File: src/hw/tcp_regs.svh
/*
  Constants for the sixteen-bit timer/capture/pulse unit: field codes,
  reset values and timing counts.
  Assumes inclusion by its bare name from the design files.
*/
`ifndef TCP_REGS_SVH
`define TCP_REGS_SVH

// ----------------------------------------
// Operating mode field codes
// ----------------------------------------
`define TCP_MODE_STOP      2'h0
`define TCP_MODE_FREE      2'h1
`define TCP_MODE_EDGE_CLR  2'h2
`define TCP_MODE_MATCH_CLR 2'h3

// ----------------------------------------
// Count clock selector codes
// ----------------------------------------
`define TCP_CLK_DIV1       2'h0
`define TCP_CLK_DIV4       2'h1
`define TCP_CLK_DIV16      2'h2
`define TCP_CLK_EDGE       2'h3

// ----------------------------------------
// Valid edge codes
// ----------------------------------------
`define TCP_EDGE_FALL      2'h0
`define TCP_EDGE_RISE      2'h1
`define TCP_EDGE_NONE      2'h2
`define TCP_EDGE_BOTH      2'h3

// ----------------------------------------
// Reset values and divider counts
// ----------------------------------------
`define TCP_COUNT_RESET    16'h0000
`define TCP_COMPARE_RESET  16'h0000
`define TCP_DIV4_LAST      4'h3
`define TCP_DIV16_LAST     4'hf

`endif

File: src/hw/tcp_pkg.sv
/*
  Types of the sixteen-bit timer/capture/pulse unit.
  Assumes nothing of its surroundings.
*/
package tcp_pkg;

  typedef logic [15:0] tcp_word_t;

endpackage

File: src/hw/tcp_edge_det.sv
/*
  Valid edge detector for one input pin of the timer unit.
  Assumes the pin is synchronous to the clock.
*/
`timescale 1ns/1ps
`include "tcp_regs.svh"

module tcp_edge_det (
  // Clock and reset
  input  wire logic       clk_i,
  input  wire logic       rst_i,
  // Control
  input  wire logic       run_i,
  input  wire logic [1:0] edge_sel_i,
  input  wire logic       pin_i,
  // Result
  output logic            edge_o
);

  logic prev_r;
  logic ever_run_r;
  logic run_d_r;
  logic first_start;
  logic prev_eff;
  logic rise;
  logic fall;

  // ----------------------------------------
  // Edge detection
  // ----------------------------------------
  // Only the very first enable sees a low history, so a high pin looks like a rise
  assign first_start = run_i & ~run_d_r & ~ever_run_r;
  assign prev_eff    = first_start ? 1'b0 : prev_r;
  assign rise        = pin_i & ~prev_eff;
  assign fall        = ~pin_i & prev_eff;

  // Edge selection, gated by run
  assign edge_o = run_i & (((edge_sel_i == `TCP_EDGE_RISE) & rise) |
                           ((edge_sel_i == `TCP_EDGE_FALL) & fall) |
                           ((edge_sel_i == `TCP_EDGE_BOTH) & (rise | fall)));

  // History keeps tracking the pin while stopped, so re-enabling sees no false edge
  always_ff @(posedge clk_i or posedge rst_i) begin
    if (rst_i) begin
      prev_r     <= 1'b0;
      run_d_r    <= 1'b0;
      ever_run_r <= 1'b0;
    end else begin
      prev_r     <= pin_i;
      run_d_r    <= run_i;
      ever_run_r <= ever_run_r | run_i;
    end
  end

endmodule

File: src/hw/tcp_timer.sv
/*
  Sixteen-bit timer/event counter with two capture/compare registers,
  count clock prescaler, pulse and one-shot output.
  Assumes software-driven control bits as ports; pins synchronous to CLK_I.
*/
`timescale 1ns/1ps
`include "tcp_regs.svh"

module tcp_timer (
  // Clock and reset
  input  wire logic            CLK_I,
  input  wire logic            RST_I,
  // Mode and clock selection
  input  wire logic            OP_MODE_SEL_HI_I,
  input  wire logic            OP_MODE_SEL_LO_I,
  input  wire logic            COUNT_CLOCK_SEL_HI_I,
  input  wire logic            COUNT_CLOCK_SEL_LO_I,
  input  wire logic [1:0]      FIRST_EDGE_SEL_I,
  input  wire logic [1:0]      SECOND_EDGE_SEL_I,
  // Capture/compare configuration
  input  wire logic            PERIOD_CAPTURE_I,
  input  wire logic            DUTY_CAPTURE_I,
  input  wire logic            PERIOD_WR_I,
  input  wire logic            DUTY_WR_I,
  input  wire tcp_pkg::tcp_word_t WR_DATA_I,
  // Output control
  input  wire logic            INVERT_ON_FIRST_MATCH_I,
  input  wire logic            INVERT_ON_SECOND_MATCH_I,
  input  wire logic            TIMER_OUTPUT_ENABLE_I,
  input  wire logic            OUTPUT_LEVEL_SET_I,
  input  wire logic            OUTPUT_LEVEL_RESET_I,
  input  wire logic            PROGRAMMABLE_PULSE_MODE_I,
  input  wire logic            ONE_SHOT_MODE_I,
  input  wire logic            ONE_SHOT_SOFT_TRIGGER_I,
  // Pins
  input  wire logic            FIRST_EDGE_INPUT_I,
  input  wire logic            SECOND_EDGE_INPUT_I,
  output logic                 TIMER_OUTPUT_PIN_O,
  output logic                 SHARED_PORT_PIN_OE_O,
  // Status
  output tcp_pkg::tcp_word_t   COUNT_VALUE_O,
  output tcp_pkg::tcp_word_t   PERIOD_COMPARE_REG_O,
  output tcp_pkg::tcp_word_t   DUTY_COMPARE_REG_O,
  output logic                 FIRST_MATCH_O,
  output logic                 SECOND_MATCH_O
);

  logic [1:0]         mode;
  logic [1:0]         clk_sel;
  logic               run;
  logic [3:0]         div_r;
  logic [3:0]         div_nxt;
  logic               tick;
  tcp_pkg::tcp_word_t count_r;
  tcp_pkg::tcp_word_t count_nxt;
  tcp_pkg::tcp_word_t period_r;
  tcp_pkg::tcp_word_t duty_r;
  logic               edge1;
  logic               edge2;
  logic               match1;
  logic               match2;
  logic               out_r;
  logic               shot_r;
  logic               trig;
  logic               edge_clr;
  logic               cnt_clr;
  logic               pin_func_out;

  // ----------------------------------------
  // Mode decode
  // ----------------------------------------
  assign mode    = {OP_MODE_SEL_HI_I, OP_MODE_SEL_LO_I};
  assign clk_sel = {COUNT_CLOCK_SEL_HI_I, COUNT_CLOCK_SEL_LO_I};
  assign run     = (mode != `TCP_MODE_STOP);

  // Pin edge detectors
  tcp_edge_det u_edge1 (
    .clk_i      (CLK_I),
    .rst_i      (RST_I),
    .run_i      (run),
    .edge_sel_i (FIRST_EDGE_SEL_I),
    .pin_i      (FIRST_EDGE_INPUT_I),
    .edge_o     (edge1)
  );

  // Second pin edge only when the shared pin is not the timer output
  tcp_edge_det u_edge2 (
    .clk_i      (CLK_I),
    .rst_i      (RST_I),
    .run_i      (run & ~TIMER_OUTPUT_ENABLE_I),
    .edge_sel_i (SECOND_EDGE_SEL_I),
    .pin_i      (SECOND_EDGE_INPUT_I),
    .edge_o     (edge2)
  );

  // ----------------------------------------
  // Prescaler: one-cycle count enable
  // ----------------------------------------
  // The divider free-runs, so the first tick after start lands anywhere in a period
  assign div_nxt = (div_r == `TCP_DIV16_LAST) ? 4'h0 : div_r + 4'h1;
  assign tick = (clk_sel == `TCP_CLK_DIV1) ? 1'b1 :
                (clk_sel == `TCP_CLK_DIV4) ? (div_r[1:0] == 2'(`TCP_DIV4_LAST)) :
                (clk_sel == `TCP_CLK_DIV16) ? (div_r == `TCP_DIV16_LAST) :
                edge1;

  always_ff @(posedge CLK_I or posedge RST_I) begin
    if (RST_I) begin
      div_r <= 4'h0;
    end else begin
      div_r <= div_nxt;
    end
  end

  // ----------------------------------------
  // Counter
  // ----------------------------------------
  assign match1   = run & (count_r == period_r);
  assign match2   = run & (count_r == duty_r);
  // Edge clear mode with edge count clock: counter pinned at zero
  assign edge_clr = (mode == `TCP_MODE_EDGE_CLR) &
                    ((clk_sel == `TCP_CLK_EDGE) | edge1);
  assign cnt_clr  = edge_clr |
                    ((mode == `TCP_MODE_MATCH_CLR | PROGRAMMABLE_PULSE_MODE_I) &
                     match1 & tick);
  assign count_nxt = !run ? `TCP_COUNT_RESET :
                     cnt_clr ? `TCP_COUNT_RESET :
                     tick ? count_r + 16'h0001 : count_r;

  always_ff @(posedge CLK_I or posedge RST_I) begin
    if (RST_I) begin
      count_r <= `TCP_COUNT_RESET;
    end else begin
      count_r <= count_nxt;
    end
  end

  // ----------------------------------------
  // Capture/compare registers
  // ----------------------------------------
  // Capture only in capture setting; edge count clock excludes first pin capture
  always_ff @(posedge CLK_I or posedge RST_I) begin
    if (RST_I) begin
      period_r <= `TCP_COMPARE_RESET;
      duty_r   <= `TCP_COMPARE_RESET;
    end else begin
      if (PERIOD_WR_I & ~PERIOD_CAPTURE_I) begin
        period_r <= WR_DATA_I;
      end else if (PERIOD_CAPTURE_I & run & edge2) begin
        period_r <= count_r;
      end
      if (DUTY_WR_I & ~DUTY_CAPTURE_I) begin
        duty_r <= WR_DATA_I;
      end else if (DUTY_CAPTURE_I & run & edge1 & (clk_sel != `TCP_CLK_EDGE)) begin
        duty_r <= count_r;
      end
    end
  end

  // ----------------------------------------
  // Timer output and one-shot
  // ----------------------------------------
  // Pin edge also triggers one-shot, hence the pin must stay steady for soft use
  assign trig = ONE_SHOT_MODE_I & run & ~shot_r &
                (ONE_SHOT_SOFT_TRIGGER_I | edge1);
  assign pin_func_out = TIMER_OUTPUT_ENABLE_I;

  always_ff @(posedge CLK_I or posedge RST_I) begin
    if (RST_I) begin
      out_r  <= 1'b0;
      shot_r <= 1'b0;
    end else begin
      if (OUTPUT_LEVEL_SET_I) begin
        out_r <= 1'b1;
      end else if (OUTPUT_LEVEL_RESET_I) begin
        out_r <= 1'b0;
      end else if (ONE_SHOT_MODE_I) begin
        if (trig) begin
          shot_r <= 1'b1;
        end else if (shot_r & match2 & tick & INVERT_ON_SECOND_MATCH_I) begin
          out_r <= ~out_r;
        end else if (shot_r & match1 & tick & INVERT_ON_FIRST_MATCH_I) begin
          out_r  <= ~out_r;
          shot_r <= 1'b0;
        end
      end else if (TIMER_OUTPUT_ENABLE_I & tick) begin
        if ((match1 & INVERT_ON_FIRST_MATCH_I) ^ (match2 & INVERT_ON_SECOND_MATCH_I)) begin
          out_r <= ~out_r;
        end
      end
    end
  end

  // ----------------------------------------
  // Registered outputs
  // ----------------------------------------
  always_ff @(posedge CLK_I or posedge RST_I) begin
    if (RST_I) begin
      TIMER_OUTPUT_PIN_O   <= 1'b0;
      SHARED_PORT_PIN_OE_O <= 1'b0;
      COUNT_VALUE_O        <= `TCP_COUNT_RESET;
      PERIOD_COMPARE_REG_O <= `TCP_COMPARE_RESET;
      DUTY_COMPARE_REG_O   <= `TCP_COMPARE_RESET;
      FIRST_MATCH_O        <= 1'b0;
      SECOND_MATCH_O       <= 1'b0;
    end else begin
      TIMER_OUTPUT_PIN_O   <= out_r & pin_func_out;
      SHARED_PORT_PIN_OE_O <= pin_func_out;
      COUNT_VALUE_O        <= count_r;
      PERIOD_COMPARE_REG_O <= period_r;
      DUTY_COMPARE_REG_O   <= duty_r;
      FIRST_MATCH_O        <= match1 & tick;
      SECOND_MATCH_O       <= match2 & tick;
    end
  end

endmodule

File: config.mk
export PLATFORM = sky130hd
export DESIGN_NAME = tcp_timer
export DESIGN_NICKNAME = d
export VERILOG_FILES = /design/src/hw/tcp_pkg.sv /design/src/hw/tcp_edge_det.sv /design/src/hw/tcp_timer.sv
export VERILOG_INCLUDE_DIRS = /design/src /design/src/hw
export SDC_FILE = /design/constraint.sdc
export NUM_CORES = 1
export LEC_CHECK = 0
export BUFFER_PORTS_ARGS = -buffer_cell sky130_fd_sc_hd__buf_2
export CAP_MARGIN = 20
export CORE_MARGIN = 3
export CORE_UTILIZATION = 49
export CTS_CLUSTER_SIZE = 16
export DETAILED_ROUTE_END_ITERATION = 7
export GPL_ROUTABILITY_DRIVEN = 0
export PLACE_DENSITY_LB_ADDON = 0.3
export RECOVER_POWER = 100
export SYNTH_ARGS = -nofsm -noshare
export SYNTH_HDL_FRONTEND = slang
export SYNTH_SLANG_ARGS = --single-unit
File: constraint.sdc
create_clock -name CLK_I -period 3.5 [get_ports CLK_I]
set_input_delay 0.35 -clock CLK_I [delete_from_list [all_inputs] [get_ports CLK_I]]
set_output_delay 0.35 -clock CLK_I [all_outputs]
set_load 0.02 [all_outputs]
==> results.md <==
- WP buf/inv: 1
- Post-synthesis cell count: 414
- Post-Syn Nets: 460
- IO Count: 92
- Clock share of power: 0.293
- FF-to-FF Start: u_edge1.ever_run_r
- Ys async rst share: 1.00
- Detailed router's first-iteration violation count: 186
- Sequential Power Share: 0.546
- Distinct cells, synth: 43
- Cell count after placement: 614
- CP dominant cell by count: nand2_1
- Setup TNS: 0 ns
- H-tree depth: 3
- Switching fraction of total power: 0.292
- Vias per cell: 5.07
- Ant. Diodes: 0
- Post-CTS Setup Bufs: 0
- Vias in the first global route: 3,221
- Share of cells above drive strength 1: 0.126
- Syn Area/Cell: 11.3 µm²
- Placement row count: 35
- Final Cycle Share: 0.838
- Crit-path cells: o31ai_1, ha_1, nand2b_1, nand2_1, nand2_1, o31ai_4, clkbuf_1, nor2_1, a21oi_1
- CTS Buffer Depth: 2
- Worst-Margin Slew: 2.64 ns
- Max Clock Skew: 0.0175 ns
- Non-filler instance count after layout: 630
- Core ar.: 0.00928 mm²
- Worst r2r path cells: 9
- R2R setup slack: 0.57 ns
- Min setup slack post-route: 0.568 ns
- Comb pwr share: 0.161
- Worst hold slack: 0.123 ns
- Seq cells post-synth: 112
- Synth Warn #: 0
- Crit-path slowest cell: clkbuf_1
- Vias: 3,196
- CP Max Fanout: 32
- Sw Pwr: 0.831 mW
- P_int: 2.02 mW
- Area after DPL: 0.00528 mm²
- Final Max Slew Viols: 71
- CP Class: flop to flop
- Number of clock sinks: 112
- Post-synth EDFFs: 0
- Min-Delay Path Class: input pin to flop
- Critical Path RT: 3.79 ns
- Post-route cell area: 0.00541 mm²
- CP arrival: 3.22 ns
- Top_reg_cell synth: dfrtp_1
- Root Buffer: clkbuf_8
- Router iterations before antenna repair: 4
- Final core occ: 0.582
- Final ANT Viol Nets: 0
- Port buffer count: 91
- CTS tree: yes
- FMAX: 341 MHz
- CP Capture Type: flop
- Setup violators final: 0
- Total wire length: 10,000 µm
- Global-route wire length before repair: 16,400 µm
- CTS clk-pin slew, worst paths: 0.11 ns
- Tmin final: 2.93 ns
- Failing checks: max-capacitance violations, max-slew violations
- Total power: 2.85 mW
- DIE HEIGHT: 104 µm
- Hold_sp: SECOND_EDGE_INPUT_I
- Worst setup SP type: flop
- Post-CTS Hold Fix Bufs: 0
- RSZ-0062 raised after global routing: false
- Hold Path Depth: 1
- Slew margin rel.: -0.764
- Crit-path max cell delay: 0.94 ns
- Critical R2R Capture: duty_r[5]
- Sequential area share after synthesis: 0.597
- Max Cap Violations: 1
- P per Cell Area: 527 mW/mm²
- Max IR drop VDD: 232 µV
- Setup WS pre-CTS: 0.762 ns
- Hpwl dp: 7330 µm
- DRC viols: 0
- Sink of the worst hold path: u_edge2.prev_r
- Gr ovfl total: 0
- Synth Cell Area: 0.00470 mm²
- CP delay by family, top: buffers and inverters
- Starting density of the core: 0.506
- Clk Latency, worst-skew pair: 0.37 ns
- CTS Buf Count: 9
- Final hold violations: 0
- Largest net degree at the start of global routing: 72
- Total GRT Usage: 0.191
- Die width: 104 µm
- Resized cells post-CTS: 0
- Die footprint: 0.0108 mm²
- Status: complete, but fails checks
- Leakage: 2.47 nW
- Final net count: 542
- Initial antenna violation count: 0
- WL per Instance: 15.9 µm
- Layout area overhead: 15.1%
## cell families (layout without fill, tap and decap cells)
kind of cell             after synthesis  in the layout  share of synthesized area
AO/OA/AOI/OAI                         56             56                     0.0671
XOR/XNOR                              46             46                     0.0858
adder cells (fa/ha/maj)                6              6                     0.0160
buffers and inverters                 36            123                     0.0330
flip-flops                           112            112                      0.597
multiplexers                          33             33                     0.0703
AND/OR/NAND/NOR                      125            125                      0.131
## sequential cells by signal, summed over array words and instances (netlist names), 4 cells and up
name,count
DUTY_COMPARE_REG_O,16
PERIOD_COMPARE_REG_O,16
duty_r,16
COUNT_VALUE_O,16
div_r,4
period_r,16
count_r,16
## cell type report
cell class	count	area [µm²]
well taps	129	161
multi-input cells	266	1750
inverters	9	33.8
repair buffers	98	439
clock inverters	6	91.3
fillers	838	3880
flip-flops and latches	112	2800
clock buffers	10	128
## worst max path at each step
stage                                  start          endpoint  slack (ns)  depth (start not counted)
after floorplan                        RST_I  COUNT_VALUE_O[0]        0.19                          1
after global placement      OP_MODE_SEL_HI_I       count_r[11]        0.80                         11
after detailed placement    OP_MODE_SEL_HI_I       count_r[15]        0.76                         11
after CTS                 u_edge1.ever_run_r       count_r[15]        0.83                          9
after global routing      u_edge1.ever_run_r         duty_r[4]        0.32                          9
final                     u_edge1.ever_run_r         duty_r[5]        0.57                          9
## power by group through the flow
stage	Clock, mW	Combinational [mW]	Sequential [mW]
floorplan	0	0.241	1.63
global placement	0	0.470	1.57
detailed placement	0	0.481	1.58
CTS	0.844	0.486	1.55
global route	0.914	0.502	1.58
finish	0.835	0.458	1.56
## synthesized netlist by cell type, types with 5 or more instances
cell	instances	area [µm²]
a21oi_1	38	190
clkbuf_1	21	78.8
dfrtp_1	112	2800
ha_1	6	75.1
inv_1	9	33.8
mux2i_1	33	330
nand2_1	18	67.6
nand3_1	7	35.0
nand4_1	13	81.3
nor2_1	58	218
nor3_1	5	25.0
xnor2_1	36	315
xor2_1	10	87.6
## routing by layer
metal	share of wire	wire length (µm)	GRT usage
met5	0	0	0
met4	0.014	144	0.0636
met3	0.047	468	0.0379
met2	0.47	4740	0.298
met1	0.47	4660	0.272
## cells in the final DEF, fill, tap and decap left out, types with 4 or more instances in the layout
cell,synthesis,final
ha_1,6,6
dfrtp_1,112,112
xnor2_1,36,36
o21ai_0,4,5
nand3_1,7,7
nor2b_1,4,4
nor2_1,58,59
inv_1,9,9
xor2_1,10,10
nand4_1,13,13
mux2i_1,33,33
buf_2,1,35
nand2_1,18,18
clkbuf_8,0,9
clkbuf_1,21,60
a21oi_1,38,38
nor3_1,5,5
No activity file was read; power rests on OpenSTA's default activity.
